==> src/srs_defines.svh <==
// Constants for the speed reference selector and deceleration mode block.
// Functional notes
// (RL1) Preset selector value 9 enables a timer that steps through presets.
// (RL2) Scan dwell time comes from the scan interval input.
// (RL3) Jog forward accepted only in ready, inhibit or trip state.
// (RL4) Eight stored presets; selecting preset n delivers the n-th value.
// (RL5) Keypad source: keypad keys drive sequencer, reference is keypad value.
// (RL6) Keypad source: sequencing bits ignored and jog blocked.
// (RL7) Precision source: reference built from coarse and fine values.
// (RL8) Analog modes: selector 2 to 8 picks that preset, terminals inert.
// (RL9) Preset mode: selector 1 to 8 picks that preset regardless of terminals.
// (RL10) Deceleration mode never changes the acceleration ramp.
// (RL11) In deceleration, no speed drop for 10 s forces reference to zero.
// (RL12) Stall forcing applies only in deceleration state, not zero reference.
// (RL13) Fast mode: speed falls at programmed deceleration rate.
// (RL14) Standard mode: bus regulator engages at configured bus voltage level.
// (RL15) Standard mode: regulator releases once deceleration reaches programmed rate.
// (RL16) Regulator output is a current demand using two current loop gains.
// (RL17) Selector 0 in preset modes: terminals form bits, value plus one.
// (RL18) Without autosetup disable, source change retargets terminals after reset.
`ifndef SRS_DEFINES_SVH
`define SRS_DEFINES_SVH
`define SRS_CLK_HZ        25000000
`define SRS_STALL_SEC     10
`define SRS_STALL_CYCLES  (`SRS_STALL_SEC * `SRS_CLK_HZ)
`define SRS_SCAN_UNIT_MS  1
`define SRS_SCAN_UNIT_CYC ((`SRS_CLK_HZ / 1000) * `SRS_SCAN_UNIT_MS)
`define SRS_SCAN_SEL      4'h9
`define SRS_DECEL_FAST    2'h0
`define SRS_DECEL_STD     2'h1
`endif

==> src/srs_pkg.sv <==
// Types shared by the speed reference selector block.
package srs_pkg;
	typedef enum logic [2:0] {
		SRS_SRC_ANALOG_PAIR = 3'h0,
		SRS_SRC_A1_PRESETS  = 3'h1,
		SRS_SRC_A2_PRESETS  = 3'h2,
		SRS_SRC_PRESETS     = 3'h3,
		SRS_SRC_KEYPAD      = 3'h4,
		SRS_SRC_PRECISION   = 3'h5
	} srs_source_t;

	typedef enum logic [1:0] {
		SRS_DRV_READY   = 2'h0,
		SRS_DRV_INHIBIT = 2'h1,
		SRS_DRV_TRIP    = 2'h2,
		SRS_DRV_RUN     = 2'h3
	} srs_drive_t;

	// Regulator state: Gray-coded along idle -> regulate -> release.
	typedef enum logic [1:0] {
		SRS_REG_IDLE    = 2'b00,
		SRS_REG_ACTIVE  = 2'b01,
		SRS_REG_RELEASE = 2'b11
	} srs_reg_t;

	typedef struct packed {
		logic a_meta;
		logic a_sync;
		logic b_meta;
		logic b_sync;
	} srs_term_t;

	typedef struct packed {
		logic [15:0] analog1;
		logic [15:0] analog2;
		logic [15:0] keypad;
		logic [15:0] coarse;
		logic [15:0] fine;
	} srs_refs_t;
endpackage

==> src/srs_speed_ref.sv <==
// Speed reference source selection, preset scan, stall watchdog and decel regulator.
`timescale 1ns/10ps
`default_nettype none
`include "srs_defines.svh"
module srs_speed_ref
	import srs_pkg::*;
#(
	parameter int          NUM_PRESETS  = 8,
	parameter int          REF_W        = 16,
	parameter int unsigned STALL_CYCLES = `SRS_STALL_CYCLES,
	parameter int unsigned SCAN_UNIT    = `SRS_SCAN_UNIT_CYC
) (
	input  wire logic                    clk,
	input  wire logic                    reset,
	input  wire logic [2:0]              reference_source_select,
	input  wire logic [3:0]              preset_selector,
	input  wire logic [15:0]             preset_scan_interval,
	input  wire srs_refs_t               refs,
	input  wire logic [NUM_PRESETS*REF_W-1:0] preset_values,
	input  wire logic                    terminal_a,
	input  wire logic                    terminal_b,
	input  wire logic                    terminal_autosetup_disable,
	input  wire logic                    drive_reset,
	input  wire srs_drive_t              drive_state,
	input  wire logic [7:0]              sequencer_bits,
	input  wire logic [7:0]              keypad_keys,
	input  wire logic                    in_decel,
	input  wire logic [REF_W-1:0]        speed_abs,
	input  wire logic [1:0]              decel_mode_select,
	input  wire logic [REF_W-1:0]        bus_voltage,
	input  wire logic [REF_W-1:0]        bus_voltage_brake_level,
	input  wire logic [REF_W-1:0]        decel_actual,
	input  wire logic [REF_W-1:0]        decel_programmed,
	input  wire logic [7:0]              current_loop_prop_gain,
	input  wire logic [7:0]              current_loop_int_gain,
	output logic [REF_W-1:0]             active_reference,
	output logic [2:0]                   selected_source_indicator,
	output logic [3:0]                   selected_preset_indicator,
	output logic [7:0]                   sequencer_command,
	output logic                         jog_forward_accepted,
	output logic                         terminals_are_preset_bits,
	output logic                         stall_force_zero,
	output logic                         regulator_active,
	output logic [REF_W-1:0]             current_demand,
	output logic [REF_W-1:0]             decel_rate_limit
);

	// Elaboration refuses widths and counts that the selector and counters cannot serve.
	if (NUM_PRESETS != 8 || REF_W < 8 || REF_W > 16 || SCAN_UNIT < 1 || STALL_CYCLES < 2) begin : g_param_check
		$error("srs_speed_ref: unsupported parameters");
	end

	// Selects the stored preset with index 1..NUM_PRESETS.
	function automatic logic [REF_W-1:0] pick_preset(input logic [NUM_PRESETS*REF_W-1:0] v, input logic [3:0] n);
		logic [REF_W-1:0] r;
		r = '0;
		for (int i = 0; i < NUM_PRESETS; i++) begin
			if (n == 4'(i + 1))
				r = v[i*REF_W +: REF_W];
		end
		return r;
	endfunction

	// Presets-capable source modes share the terminal-as-select-bit behaviour.
	function automatic logic preset_capable(input logic [2:0] s);
		return (s == SRS_SRC_A1_PRESETS) || (s == SRS_SRC_A2_PRESETS) || (s == SRS_SRC_PRESETS);
	endfunction

	typedef struct packed {
		srs_term_t        term;
		logic [2:0]       term_source;
		logic [3:0]       scan_preset;
		logic [15:0]      scan_ms;
		logic [31:0]      scan_unit;
		logic [31:0]      stall_cnt;
		logic [REF_W-1:0] stall_speed;
		logic             stall;
		srs_reg_t         reg_state;
		logic [REF_W+8:0] integ;
		logic [REF_W-1:0] demand;
		logic [REF_W-1:0] reference;
		logic [2:0]       src_ind;
		logic [3:0]       pre_ind;
	} srs_state_t;

	srs_state_t state;
	srs_state_t next_state;

	logic [3:0]       sel_preset;
	logic [REF_W-1:0] error_v;

	always_comb begin
		next_state = state;
		error_v    = '0;
		// Both terminals are synchronised; only the second flop is read.
		next_state.term.a_meta = terminal_a;
		next_state.term.a_sync = state.term.a_meta;
		next_state.term.b_meta = terminal_b;
		next_state.term.b_sync = state.term.b_meta;

		// Terminal function follows the source only at a drive reset when autosetup is on.
		if (drive_reset && !terminal_autosetup_disable)
			next_state.term_source = reference_source_select; // [RL18]

		// Scan timer: dwell of preset_scan_interval milliseconds per preset.
		if (preset_selector == `SRS_SCAN_SEL) begin // [RL1]
			if (state.scan_unit >= SCAN_UNIT - 1) begin
				next_state.scan_unit = '0;
				if (state.scan_ms + 16'h0001 >= preset_scan_interval) begin // [RL2]
					next_state.scan_ms     = '0;
					next_state.scan_preset = (state.scan_preset >= 4'(NUM_PRESETS)) ? 4'h1 : state.scan_preset + 4'h1;
				end else begin
					next_state.scan_ms = state.scan_ms + 16'h0001;
				end
			end else begin
				next_state.scan_unit = state.scan_unit + 32'h1;
			end
		end else begin
			next_state.scan_unit   = '0;
			next_state.scan_ms     = '0;
			next_state.scan_preset = 4'h1;
		end

		// Effective preset number: scan value, direct selector or terminal bits.
		if (preset_selector == `SRS_SCAN_SEL)
			sel_preset = state.scan_preset;
		else if (preset_selector == 4'h0 && preset_capable(state.term_source))
			sel_preset = {2'b00, state.term.b_sync, state.term.a_sync} + 4'h1; // [RL17]
		else if (preset_selector == 4'h0)
			sel_preset = 4'h1;
		else
			sel_preset = (preset_selector > 4'(NUM_PRESETS)) ? 4'(NUM_PRESETS) : preset_selector;

		// Source selection.
		next_state.pre_ind = sel_preset;
		case (reference_source_select)
			SRS_SRC_ANALOG_PAIR, SRS_SRC_A1_PRESETS, SRS_SRC_A2_PRESETS: begin
				if (sel_preset >= 4'h2) begin
					next_state.reference = pick_preset(preset_values, sel_preset); // [RL8]
					next_state.src_ind   = (reference_source_select == SRS_SRC_A2_PRESETS) ? 3'h2 : 3'h1;
				end else if (reference_source_select == SRS_SRC_A2_PRESETS ||
						(reference_source_select == SRS_SRC_ANALOG_PAIR && state.term.a_sync)) begin
					next_state.reference = REF_W'(refs.analog2);
					next_state.src_ind   = 3'h2;
				end else begin
					next_state.reference = REF_W'(refs.analog1);
					next_state.src_ind   = 3'h1;
				end
				if (reference_source_select != SRS_SRC_ANALOG_PAIR)
					next_state.src_ind = {1'b0, reference_source_select[1:0]};
			end
			SRS_SRC_PRESETS: begin
				next_state.reference = pick_preset(preset_values, sel_preset); // [RL9] [RL4]
				next_state.src_ind   = 3'h3;
			end
			SRS_SRC_KEYPAD: begin
				next_state.reference = REF_W'(refs.keypad); // [RL5]
				next_state.src_ind   = 3'h4;
				next_state.pre_ind   = 4'h0;
			end
			SRS_SRC_PRECISION: begin
				next_state.reference = REF_W'(refs.coarse + refs.fine); // [RL7]
				next_state.src_ind   = 3'h5;
				next_state.pre_ind   = 4'h0;
			end
			default: begin
				next_state.reference = REF_W'(refs.analog1);
				next_state.src_ind   = 3'h1;
			end
		endcase

		// Stall watchdog counts only in the deceleration state.
		if (!in_decel) begin // [RL12]
			next_state.stall_cnt   = '0;
			next_state.stall       = 1'b0;
			next_state.stall_speed = speed_abs;
		end else if (speed_abs < state.stall_speed) begin
			next_state.stall_cnt   = '0;
			next_state.stall_speed = speed_abs;
		end else if (state.stall_cnt >= STALL_CYCLES - 1) begin
			next_state.stall = 1'b1; // [RL11]
		end else begin
			next_state.stall_cnt = state.stall_cnt + 32'h1;
		end
		if (state.stall)
			next_state.reference = '0; // [RL11]

		// Bus voltage regulator for standard ramp during deceleration.
		case (state.reg_state)
			SRS_REG_IDLE: begin
				if (in_decel && decel_mode_select == `SRS_DECEL_STD && bus_voltage >= bus_voltage_brake_level)
					next_state.reg_state = SRS_REG_ACTIVE; // [RL14]
			end
			SRS_REG_ACTIVE: begin
				if (!in_decel || decel_mode_select != `SRS_DECEL_STD)
					next_state.reg_state = SRS_REG_IDLE;
				else if (decel_actual >= decel_programmed)
					next_state.reg_state = SRS_REG_RELEASE; // [RL15]
			end
			SRS_REG_RELEASE: begin
				if (!in_decel || decel_mode_select != `SRS_DECEL_STD)
					next_state.reg_state = SRS_REG_IDLE;
			end
			default: next_state.reg_state = SRS_REG_IDLE;
		endcase

		// PI current demand from the bus overshoot; gains are the two loop gains.
		if (state.reg_state == SRS_REG_ACTIVE) begin
			error_v = (bus_voltage > bus_voltage_brake_level) ? bus_voltage - bus_voltage_brake_level : '0;
			// Widen before the product so the gain never wraps, and shift only the new term.
			next_state.integ  = state.integ + (((REF_W+9)'(error_v) * (REF_W+9)'(current_loop_int_gain)) >> 4); // [RL16]
			next_state.demand = REF_W'((((REF_W+9)'(error_v) * current_loop_prop_gain) >> 4) + state.integ); // [RL16]
		end else begin
			next_state.integ  = '0;
			next_state.demand = '0;
		end
	end

	// All state registered at once; reset gives known constants.
	always_ff @(posedge clk or posedge reset) begin
		if (reset) begin
			state             <= '0;
			state.term_source <= SRS_SRC_ANALOG_PAIR;
			state.scan_preset <= 4'h1;
			state.reg_state   <= SRS_REG_IDLE;
			state.src_ind     <= 3'h1;
			state.pre_ind     <= 4'h1;
		end else begin
			state <= next_state;
		end
	end

	// Keypad source takes the sequencer from the keys and blocks jog.
	assign sequencer_command    = (reference_source_select == SRS_SRC_KEYPAD) ? keypad_keys : sequencer_bits; // [RL5] [RL6]
	assign jog_forward_accepted = (reference_source_select != SRS_SRC_KEYPAD) && // [RL6]
		(drive_state != SRS_DRV_RUN) && state.term.b_sync &&
		(state.term_source == SRS_SRC_ANALOG_PAIR); // [RL3]
	assign terminals_are_preset_bits = preset_capable(state.term_source) && preset_selector == 4'h0;

	assign active_reference          = state.reference;
	assign selected_source_indicator = state.src_ind;
	assign selected_preset_indicator = state.pre_ind;
	assign stall_force_zero          = state.stall;
	assign regulator_active          = state.reg_state == SRS_REG_ACTIVE;
	assign current_demand            = state.demand;
	// Fast mode and released regulator both hold the programmed rate; accel is untouched.
	assign decel_rate_limit = decel_programmed; // [RL13] [RL10]

endmodule
`default_nettype wire

==> config.mk <==
export PLATFORM = sky130hd
export DESIGN_NAME = srs_speed_ref
export DESIGN_NICKNAME = d
export VERILOG_FILES = /design/src/srs_pkg.sv /design/src/srs_speed_ref.sv
export VERILOG_INCLUDE_DIRS = /design/src /design/src/src
export SDC_FILE = /design/constraint.sdc
export NUM_CORES = 1
export LEC_CHECK = 0
export ABC_AREA = 1
export BUFFER_PORTS_ARGS = -buffer_cell sky130_fd_sc_hd__buf_4
export CORE_UTILIZATION = 55
export CTS_CLUSTER_DIAMETER = 100
export CTS_CLUSTER_SIZE = 14
export DETAILED_ROUTE_END_ITERATION = 8
export GPL_TIMING_DRIVEN = 0
export PLACE_DENSITY_LB_ADDON = 0.1
export REMOVE_ABC_BUFFERS = 1
export SLEW_MARGIN = 20
export SYNTH_ARGS = -nofsm -noshare
export SYNTH_HDL_FRONTEND = slang
export SYNTH_SLANG_ARGS = --single-unit
==> constraint.sdc <==
create_clock -name clk -period 6.6 [get_ports clk]
set_clock_uncertainty 0.15 [all_clocks]
set_input_delay 0.99 -clock clk [delete_from_list [all_inputs] [get_ports clk]]
set_output_delay 0.99 -clock clk [all_outputs]
set_load 0.02 [all_outputs]
Word-level counts from Yosys, hierarchy flattened --
Cells that the tools add are included.
Storage, ports and cells: register bits 174, output and inout port bits 67
Cells by class: $add $sub $neg 9, $mul 2, $lt $le $gt $ge 10, eq/ne operators 32, multiplexer cells 39, reduce and logical (&&, ||, !) cells 24
Operators with widths (number):
- $mux 16 | 12
- $mux 32 | 3
- $pmux 19 s4 | 1
- $add 32x1->32 const B | 2
- $mux 52 | 1
- $mux 49 | 1
- $ge 16x16->1 | 3
- $mux 41 | 1
- $mux 19 | 2
- $add 16x16->16 | 2
- $ge 32x15->1 const B | 1
- $ge 32x28->1 const B | 1
- $mux 4 | 7
- $add 25x20->25 | 1
- $mul 16x8->24 | 1
- $mul 16x8->20 | 1
- $mux 20 | 1
- $add 16x1->16 const B | 1
- $eq 4x3->1 const B | 4
- $gt 16x16->1 | 1
- $lt 16x16->1 | 1
- $sub 16x16->16 | 1
- $eq 3x2->1 const B | 4
- $ne 2x2->1 const B | 6
- 31 further kinds | 57

Depth between registers and ports, before layout --
Gate-level depths: netlist of run 1.
depth after elaboration 19, gate-level depth with buffers 47, mapped depth without buffers 46

Least setup slack after synthesis of run 1 --
No wires, ideal clock.
path type input-to-reg, from input port bus_voltage[0], to register state[53] in the netlist's numbering, setup time 0.119 ns, data arrival time 7.454 ns, data required time 6.331 ns, path slack -1.123 ns, cell stages on the path 40, path buffers 1, cell sequence inv_1 > ha_1 > inv_1 > fa_1 > nand2_1 > nand2_1 > nand3_1 > nand2_2 > nand2_2 > nand2_1 > nand2_4 > nor3_1 > inv_1 > clkbuf_1 > nor2_1 > fa_1 > fa_1 > fa_1 > [4 not listed] > inv_1 > nor3_1 > nand2_1 > o211ai_1 > a21oi_1 > o21ai_0 > a21oi_1 > o21bai_1 > nand2_1 > nand2_1 > a21oi_1 > xor2_1 > ha_1 > inv_1 > nor3_1 > a21oi_1 > a21oi_1 > nor2_1
RTL lines:
- from (decl) | line srs_speed_ref.sv:30 | input wire logic [REF_W-1:0] bus_voltage,
- to (signal assigned) | line srs_speed_ref.sv:229 | state <= next_state;
- to (decl) | line srs_speed_ref.sv:86 | srs_state_t state;

==> impl_metrics.json, run 1 <==
{
  "status": "finished with violations",
  "violations": "setup timing",
  "syn_area_um2": 20300,
  "grt_max_degree": 90,
  "clk_latency_ps": 480,
  "synth_xor_area_frac": 0.0337,
  "ys_seq_area_frac": 0.204,
  "drtAntennaViolNets": 0,
  "clock-sinks": 165,
  "synth_flop_cell": "dfrtp_1",
  "rsz0062_at_grt": "true",
  "drv_slew": 0,
  "grt_pass1_wl_um": 107000,
  "p_switching_mw": 5.73,
  "synth_compound_area_frac": 0.117,
  "synth_top_family_by_area": "adder cells",
  "slowest_stage": "fa_2",
  "root_buffer": "clkbuf_16",
  "die_h_um": 194,
  "dieArea_um2": 37600,
  "p_leak_nw": 13.9,
  "holdBufCountCts": 0,
  "pin_count": 421,
  "p_comb_frac": 0.792,
  "via_count": 21700,
  "grt.overflow.total": 0,
  "p_int_mw": 5.46,
  "pre_cts_ws_ps": -2820,
  "synthSimpleGateAreaFrac": 0.240,
  "initial_utilization": 0.564,
  "critPathArrivalTime_ps": 7890,
  "cpMostUsedCell": "nand2_2",
  "finalWeightedCongestion": 0.974,
  "synth_cell_types": 57,
  "dpl.hpwl_um": 52000,
  "wire_per_inst_um": 20.1,
  "avgSynthCellArea_um2": 7.19,
  "drive_above_1_share": 0.295,
  "period_needed_ps": 7680,
  "worstSetupPathType": "in -> reg",
  "clkPwrFrac": 0.097,
  "cts_tree": "built",
  "synth-seq-cells": 165,
  "min_from": "next_state[172]$_DFF_PP0_",
  "syn_inst": 2816,
  "via_per_inst": 5.71,
  "crit_required_ps": 6810,
  "ys_warn_count": 0,
  "htree_levels": 4,
  "max_cap_viol_count": 0,
  "max_stage_delay_ps": 630,
  "grt_pass1_vias": 20700,
  "nets": 4004,
  "core-area_um2": 35900,
  "worst_slack_ps": -1080,
  "post-route-period-util": 1.16,
  "hold_slack_ps": 207,
  "crit_start": "bus_voltage[0]",
  "die_w_um": 194,
  "slew_headroom": 0.302,
  "power.density_nw_per_um2": 409,
  "numCtsBuffers": 17,
  "path_clk_slew_ps": 80,
  "cp_max_fo": 8,
  "critPathLaunchType": "input pin",
  "tightest_slew_ps": 1040,
  "grt_usage": 0.360,
  "power_frac_seq": 0.111,
  "drt-initial-drc-count": 1502,
  "syn_to_final_growth_pct": 35.1,
  "io_buffers": 420,
  "synth-edff-count": 0,
  "min_path_type": "reg -> reg",
  "clockBufferDepth": 2,
  "reg2reg_from": "state[147]$_DFFE_PP0P_",
  "setup_viol": 21,
  "async_reset_ff_frac": 1.00,
  "synth_fa_ha_area_frac": 0.268,
  "routed_wl_um": 76100,
  "end_kind": "flop",
  "regToRegSetupSlack_ps": 2710,
  "synthMuxAreaShare": 0.00809,
  "drt_first_pass_iters": 6,
  "switching_share": 0.512,
  "fmax_mhz": 130,
  "drcViolationCount": 0,
  "core.rowCount": 69,
  "antenna_found_initial": 5,
  "vdd_drop_max_uv": 834,
  "hold_viol": 0
}
[worst max-delay path: cells and delay by family]
kind	cells	cell delay (ps)
xor+xnor	1	380
compound gates	7	1150
simple gates	15	1490
fa+ha+maj	8	3240
buf+inv	8	610
[power groups by stage]
stage / clock network, mW / registers, mW / logic [mW]
after floorplan: 0 / 1.29 / 3.69
after global placement: 0 / 1.23 / 5.06
after detailed placement: 0 / 1.24 / 5.21
after CTS: 1.08 / 1.22 / 6.53
after global routing: 1.13 / 1.25 / 9.43
final: 1.08 / 1.24 / 8.86
[layout make-up]
class	count	area, um2
clock buffers	18	439
repair buffers	579	4560
flip-flops and latches	165	4130
diodes	5	12.5
multi-input cells	2027	15500
fillers	2573	8540
inverters	524	2020
clock inverters	13	163
well taps	461	577
[path summary, 6_finish.rpt]
kind / to / cells past startpoint
min in group asynchronous: state[54]$_DFF_PP0_ / 2
min: state[172]$_DFF_PP0_ / 0
min reg2reg: state[172]$_DFF_PP0_ / 0
max reg2reg: state[154]$_DFFE_PP0P_ / 23
max in group asynchronous: selected_source_indicator[0]$_DFF_PP1_ / 3
max: state[52]$_DFF_PP0_ / 39
[per-stage QoR]
step / area [um2] / utilization / power (mW) / setup TNS [ps] / cells
2_1_floorplan: 19600 / - / 4.98 / -13560 / 2716
3_3_place_gp: 23400 / 0.651 / 6.30 / -247470 / 3597
3_5_place_dp: 23500 / 0.654 / 6.45 / -44150 / 3603
4_1_cts: 25900 / 0.722 / 8.84 / -5750 / 3733
5_1_grt: 27400 / 0.762 / 11.8 / -18460 / 3792
6_report: 27400 / 0.762 / 11.2 / -14580 / 3792
[routing by layer]
| layer | GRT usage | wire length [um] | share of wire |
|---|---|---|---|
| met5 | 0 | 0 | 0 |
| met4 | 0.198 | 5690 | 0.075 |
| met3 | 0.0604 | 6110 | 0.080 |
| met1 | 0.403 | 26400 | 0.35 |
| met2 | 0.651 | 37900 | 0.50 |
[logic make-up (layout without fill, tap and decap cells)]
kind of cell               after synthesis  after routing
AOI/OAI and AO/OA                      431            431
muxes                                   15             15
xor gates and xnor gates                78             78
buffers and inverters                  640           1134
other                                    1             22
adders and majority gates              336            336
DFF                                    165            165
and+or+nand+nor                       1150           1150
[sequential cells by signal (all words and copies together) (netlist names)]
register / flops
next_state: 2
current_demand: 16
state: 123
active_reference: 16
stall_force_zero: 1
selected_source_indicator: 3
selected_preset_indicator: 4
[cells in the final DEF, fill, tap and decap left out, drive strengths merged, types with 8 or more instances in the layout]
master / n
a21oi: 194
buf: 579
clkbuf: 18
clkinv: 15
conb: 17
dfrtp: 162
fa: 162
ha: 174
inv: 516
mux2: 11
nand2: 543
nand3: 115
nand3b: 8
nand4: 19
nor2: 386
nor3: 53
nor4: 8
o211ai: 17
o21ai: 158
o21bai: 8
or2: 8
xnor2: 22
xor2: 56
[cells in the mapped netlist (4+ instances only)]
library cell  instances  area (um2)
buf_4                57         428
nor3_2                6        60.1
nand4_1              19         119
o21a_1                7        52.6
or2_2                 7        43.8
clkbuf_1             48         180
nand3_1             110         551
nand2_2               9        56.3
nor3_1               45         225
o211ai_1             17         128
buf_2                 8        40.0
o21bai_1              8        60.1
a21o_1                4        30.0
xnor2_1              22         193
nand2_1             532        2000
ha_1                174        2180
nor2_1              379        1420
clkinv_1             11        41.3
o31ai_1               5        37.5
dfrtp_1             162        4050
a31oi_1               6        37.5
a211oi_1              7        52.6
nor3b_1               7        52.6
o2111ai_1             4        35.0
nand3_2               4        40.0
inv_1               510        1910
nor4_1                7        43.8
fa_1                162        3240
nand3b_1              8        60.1
mux2_2               11         124
mux2i_1               4        40.0
nor2_2                4        25.0
o22ai_1               4        25.0
a22oi_1               6        45.0
a21oi_1             192         961
o21ai_0             154         771
xor2_1               56         490
o21ai_1               4        20.0
[repair_timing]
| action | 4_1_cts | 5_1_grt |
|---|---|---|
| hold endpoints to repair | 0 | 0 |
| gates resized for setup | 243 | 212 |
| endpoints found under the setup margin | 25 | 22 |
| setup buffers | 101 | 55 |
| pin swaps | 173 | 163 |
Note: power is estimated with default switching activity, not from simulation.
==> run 2: changes to the inputs <==
BUFFER_PORTS_ARGS = default   (was -buffer_cell sky130_fd_sc_hd__buf_4)
CAP_MARGIN = 20   (was default)
CORE_ASPECT_RATIO = 0.5   (was default)
DONT_BUFFER_PORTS = 1   (was default)
==> impl_metrics.json, run 2 (synthesis gave the netlist of run 1 again) <==
{
  "status": "finished with violations",
  "violations": "setup timing",
  "grt_usage": 0.324,
  "grt_pass1_vias": 17900,
  "nets": 3577,
  "cp_max_fo": 6,
  "drcViolationCount": 0,
  "critPathLaunchType": "input pin",
  "die_h_um": 138,
  "tightest_slew_ps": 1100,
  "regMostFlops": "state",
  "drv_slew": 0,
  "hold_viol": 0,
  "grt_max_degree": 102,
  "path_clk_slew_ps": 70,
  "initial_utilization": 0.561,
  "die_w_um": 273,
  "io_buffers": 0,
  "post-route-period-util": 1.09,
  "finalWeightedCongestion": 0.954,
  "vdd_drop_max_uv": 314,
  "wire_per_inst_um": 18.5,
  "reg2reg_to": "state[155]$_DFFE_PP0P_",
  "ff2ff_path_depth": 23,
  "regToRegSetupSlack_ps": 2670,
  "grt.overflow.total": 0,
  "min_to": "state[172]$_DFF_PP0_",
  "reg2reg_from": "state[147]$_DFFE_PP0P_",
  "period_needed_ps": 7200,
  "critPathArrivalTime_ps": 7420,
  "drtAntennaViolNets": 0,
  "numCtsBuffers": 17,
  "regArea_um2": 4130,
  "min_from": "next_state[172]$_DFF_PP0_",
  "p_switching_mw": 4.73,
  "hold-path-cell-count": 0,
  "setup_viol": 18,
  "core.rowCount": 49,
  "root_buffer": "clkbuf_16",
  "switching_share": 0.488,
  "slew_headroom": 0.265,
  "clockBufferDepth": 2,
  "grt_pass1_wl_um": 94200,
  "via_per_inst": 5.52,
  "antenna_found_initial": 6,
  "worstSetupPathType": "in -> reg",
  "clock-sinks": 165,
  "max_cap_viol_count": 0,
  "multiInputGateArea_um2": 15100,
  "p_int_mw": 4.96,
  "dpl.hpwl_um": 46700,
  "cts_tree": "built",
  "drt-initial-drc-count": 1426,
  "min_path_type": "reg -> reg",
  "drt_first_pass_iters": 5,
  "via_count": 18700,
  "holdBufCountCts": 0,
  "final_common_cell": "nand2_1",
  "cpMostUsedCell": "nand2_4",
  "nFillCells": 3091,
  "end_kind": "flop",
  "power_frac_seq": 0.137,
  "clk_latency_ps": 440,
  "crit_required_ps": 6820,
  "fmax_mhz": 139,
  "p_total_mw": 9.68,
  "rsz0062_at_grt": "true",
  "drive_above_1_share": 0.171,
  "pin_count": 421,
  "largest_reg_flops": 123,
  "worst_slack_ps": -596,
  "routed_wl_um": 62800,
  "power.density_nw_per_um2": 408,
  "mostFrequentLayoutCells": "nand2_1 (501), inv_1 (475), nor2_1 (337)",
  "p_leak_nw": 11.8,
  "p_comb_frac": 0.757,
  "clkPwrFrac": 0.106,
  "htree_levels": 4,
  "core-area_um2": 36100,
  "max_stage_delay_ps": 490,
  "slowest_stage": "fa_1",
  "setup_tns_ps": -6220,
  "dieArea_um2": 37600,
  "syn_to_final_growth_pct": 17.3
}
## run 2: cell types whose count changed in the layout (fill, tap and decap cells not counted), sizes merged
cell      before  now
buf          579  152
inv          516  512
clkbuf        18   20
clkinv        15   17
clkinvlp       4    5
## run 2: power by group through the flow
stage / Sequential [mW] / Clock [mW] / Combinational (mW)
floorplan: 1.29 / 0 / 3.69
global route: 1.34 / 1.09 / 8.07
detailed placement: 1.34 / 0 / 4.73
global placement: 1.34 / 0 / 4.65
finish: 1.33 / 1.02 / 7.33
CTS: 1.33 / 1.05 / 6.17
## run 2: what timing repair did
action                                  in CTS  in global routing
gates resized for setup                    262                120
gates cloned                                 0                  0
setup buffers                              113                 47
endpoints found under the setup margin      26                 21
pin swaps                                  154                103
## run 2: metal layers
metal  vias to the layer above  routed length [um]  share of wire  global-route usage
li1                       8932                   -              -                   -
met4                         0                2590          0.041               0.143
met2                       696               31500           0.50               0.579
met3                       157                3950          0.063              0.0612
met5                         -                   0              0                   0
met1                      8937               24700           0.39               0.381
## run 2: critical path: cells and delay by family
family | cells | cell delay, ps
adders and majority gates | 8 | 2800
and+or+nand+nor | 17 | 1720
AOI/OAI and AO/OA | 6 | 820
xor gates and xnor gates | 1 | 140
buffers and inverters | 10 | 940
## run 2: how the worst max path moves through the flow
stage | depth (start not counted) | slack (ps) | from | to
5_1_grt | 37 | -970 | bus_voltage[0] | state[54]$_DFF_PP0_
3_3_place_gp | 36 | -2450 | bus_voltage_brake_level[12] | current_demand[13]$_DFF_PP0_
4_1_cts | 42 | -430 | bus_voltage[0] | state[54]$_DFF_PP0_
2_1_floorplan | 37 | -1200 | bus_voltage[0] | state[53]$_DFF_PP0_
6_report | 42 | -600 | bus_voltage[0] | state[54]$_DFF_PP0_
3_5_place_dp | 36 | -2440 | bus_voltage_brake_level[12] | state[53]$_DFF_PP0_
## run 2: stage by stage
step | std cells | util | worst slack, ps | instance area, um2 | hold slack, ps
floorplan | 2716 | - | -1200 | 19600 | 181
global placement | 3200 | 0.561 | -2450 | 20300 | 185
detailed placement | 3206 | 0.564 | -2440 | 20400 | 188
CTS | 3345 | 0.635 | -429 | 22900 | 204
global route | 3389 | 0.658 | -974 | 23800 | 213
finish | 3389 | 0.658 | -596 | 23800 | 201
## run 2: final cells by class
cell class,count,area share
repair buffers,152,0.0547
inverters,524,0.0864
diodes,5,0.000527
flip-flops and latches,165,0.174
clock inverters,12,0.00606
well taps,484,0.0255
clock buffers,20,0.0192
multi-input cells,2027,0.634
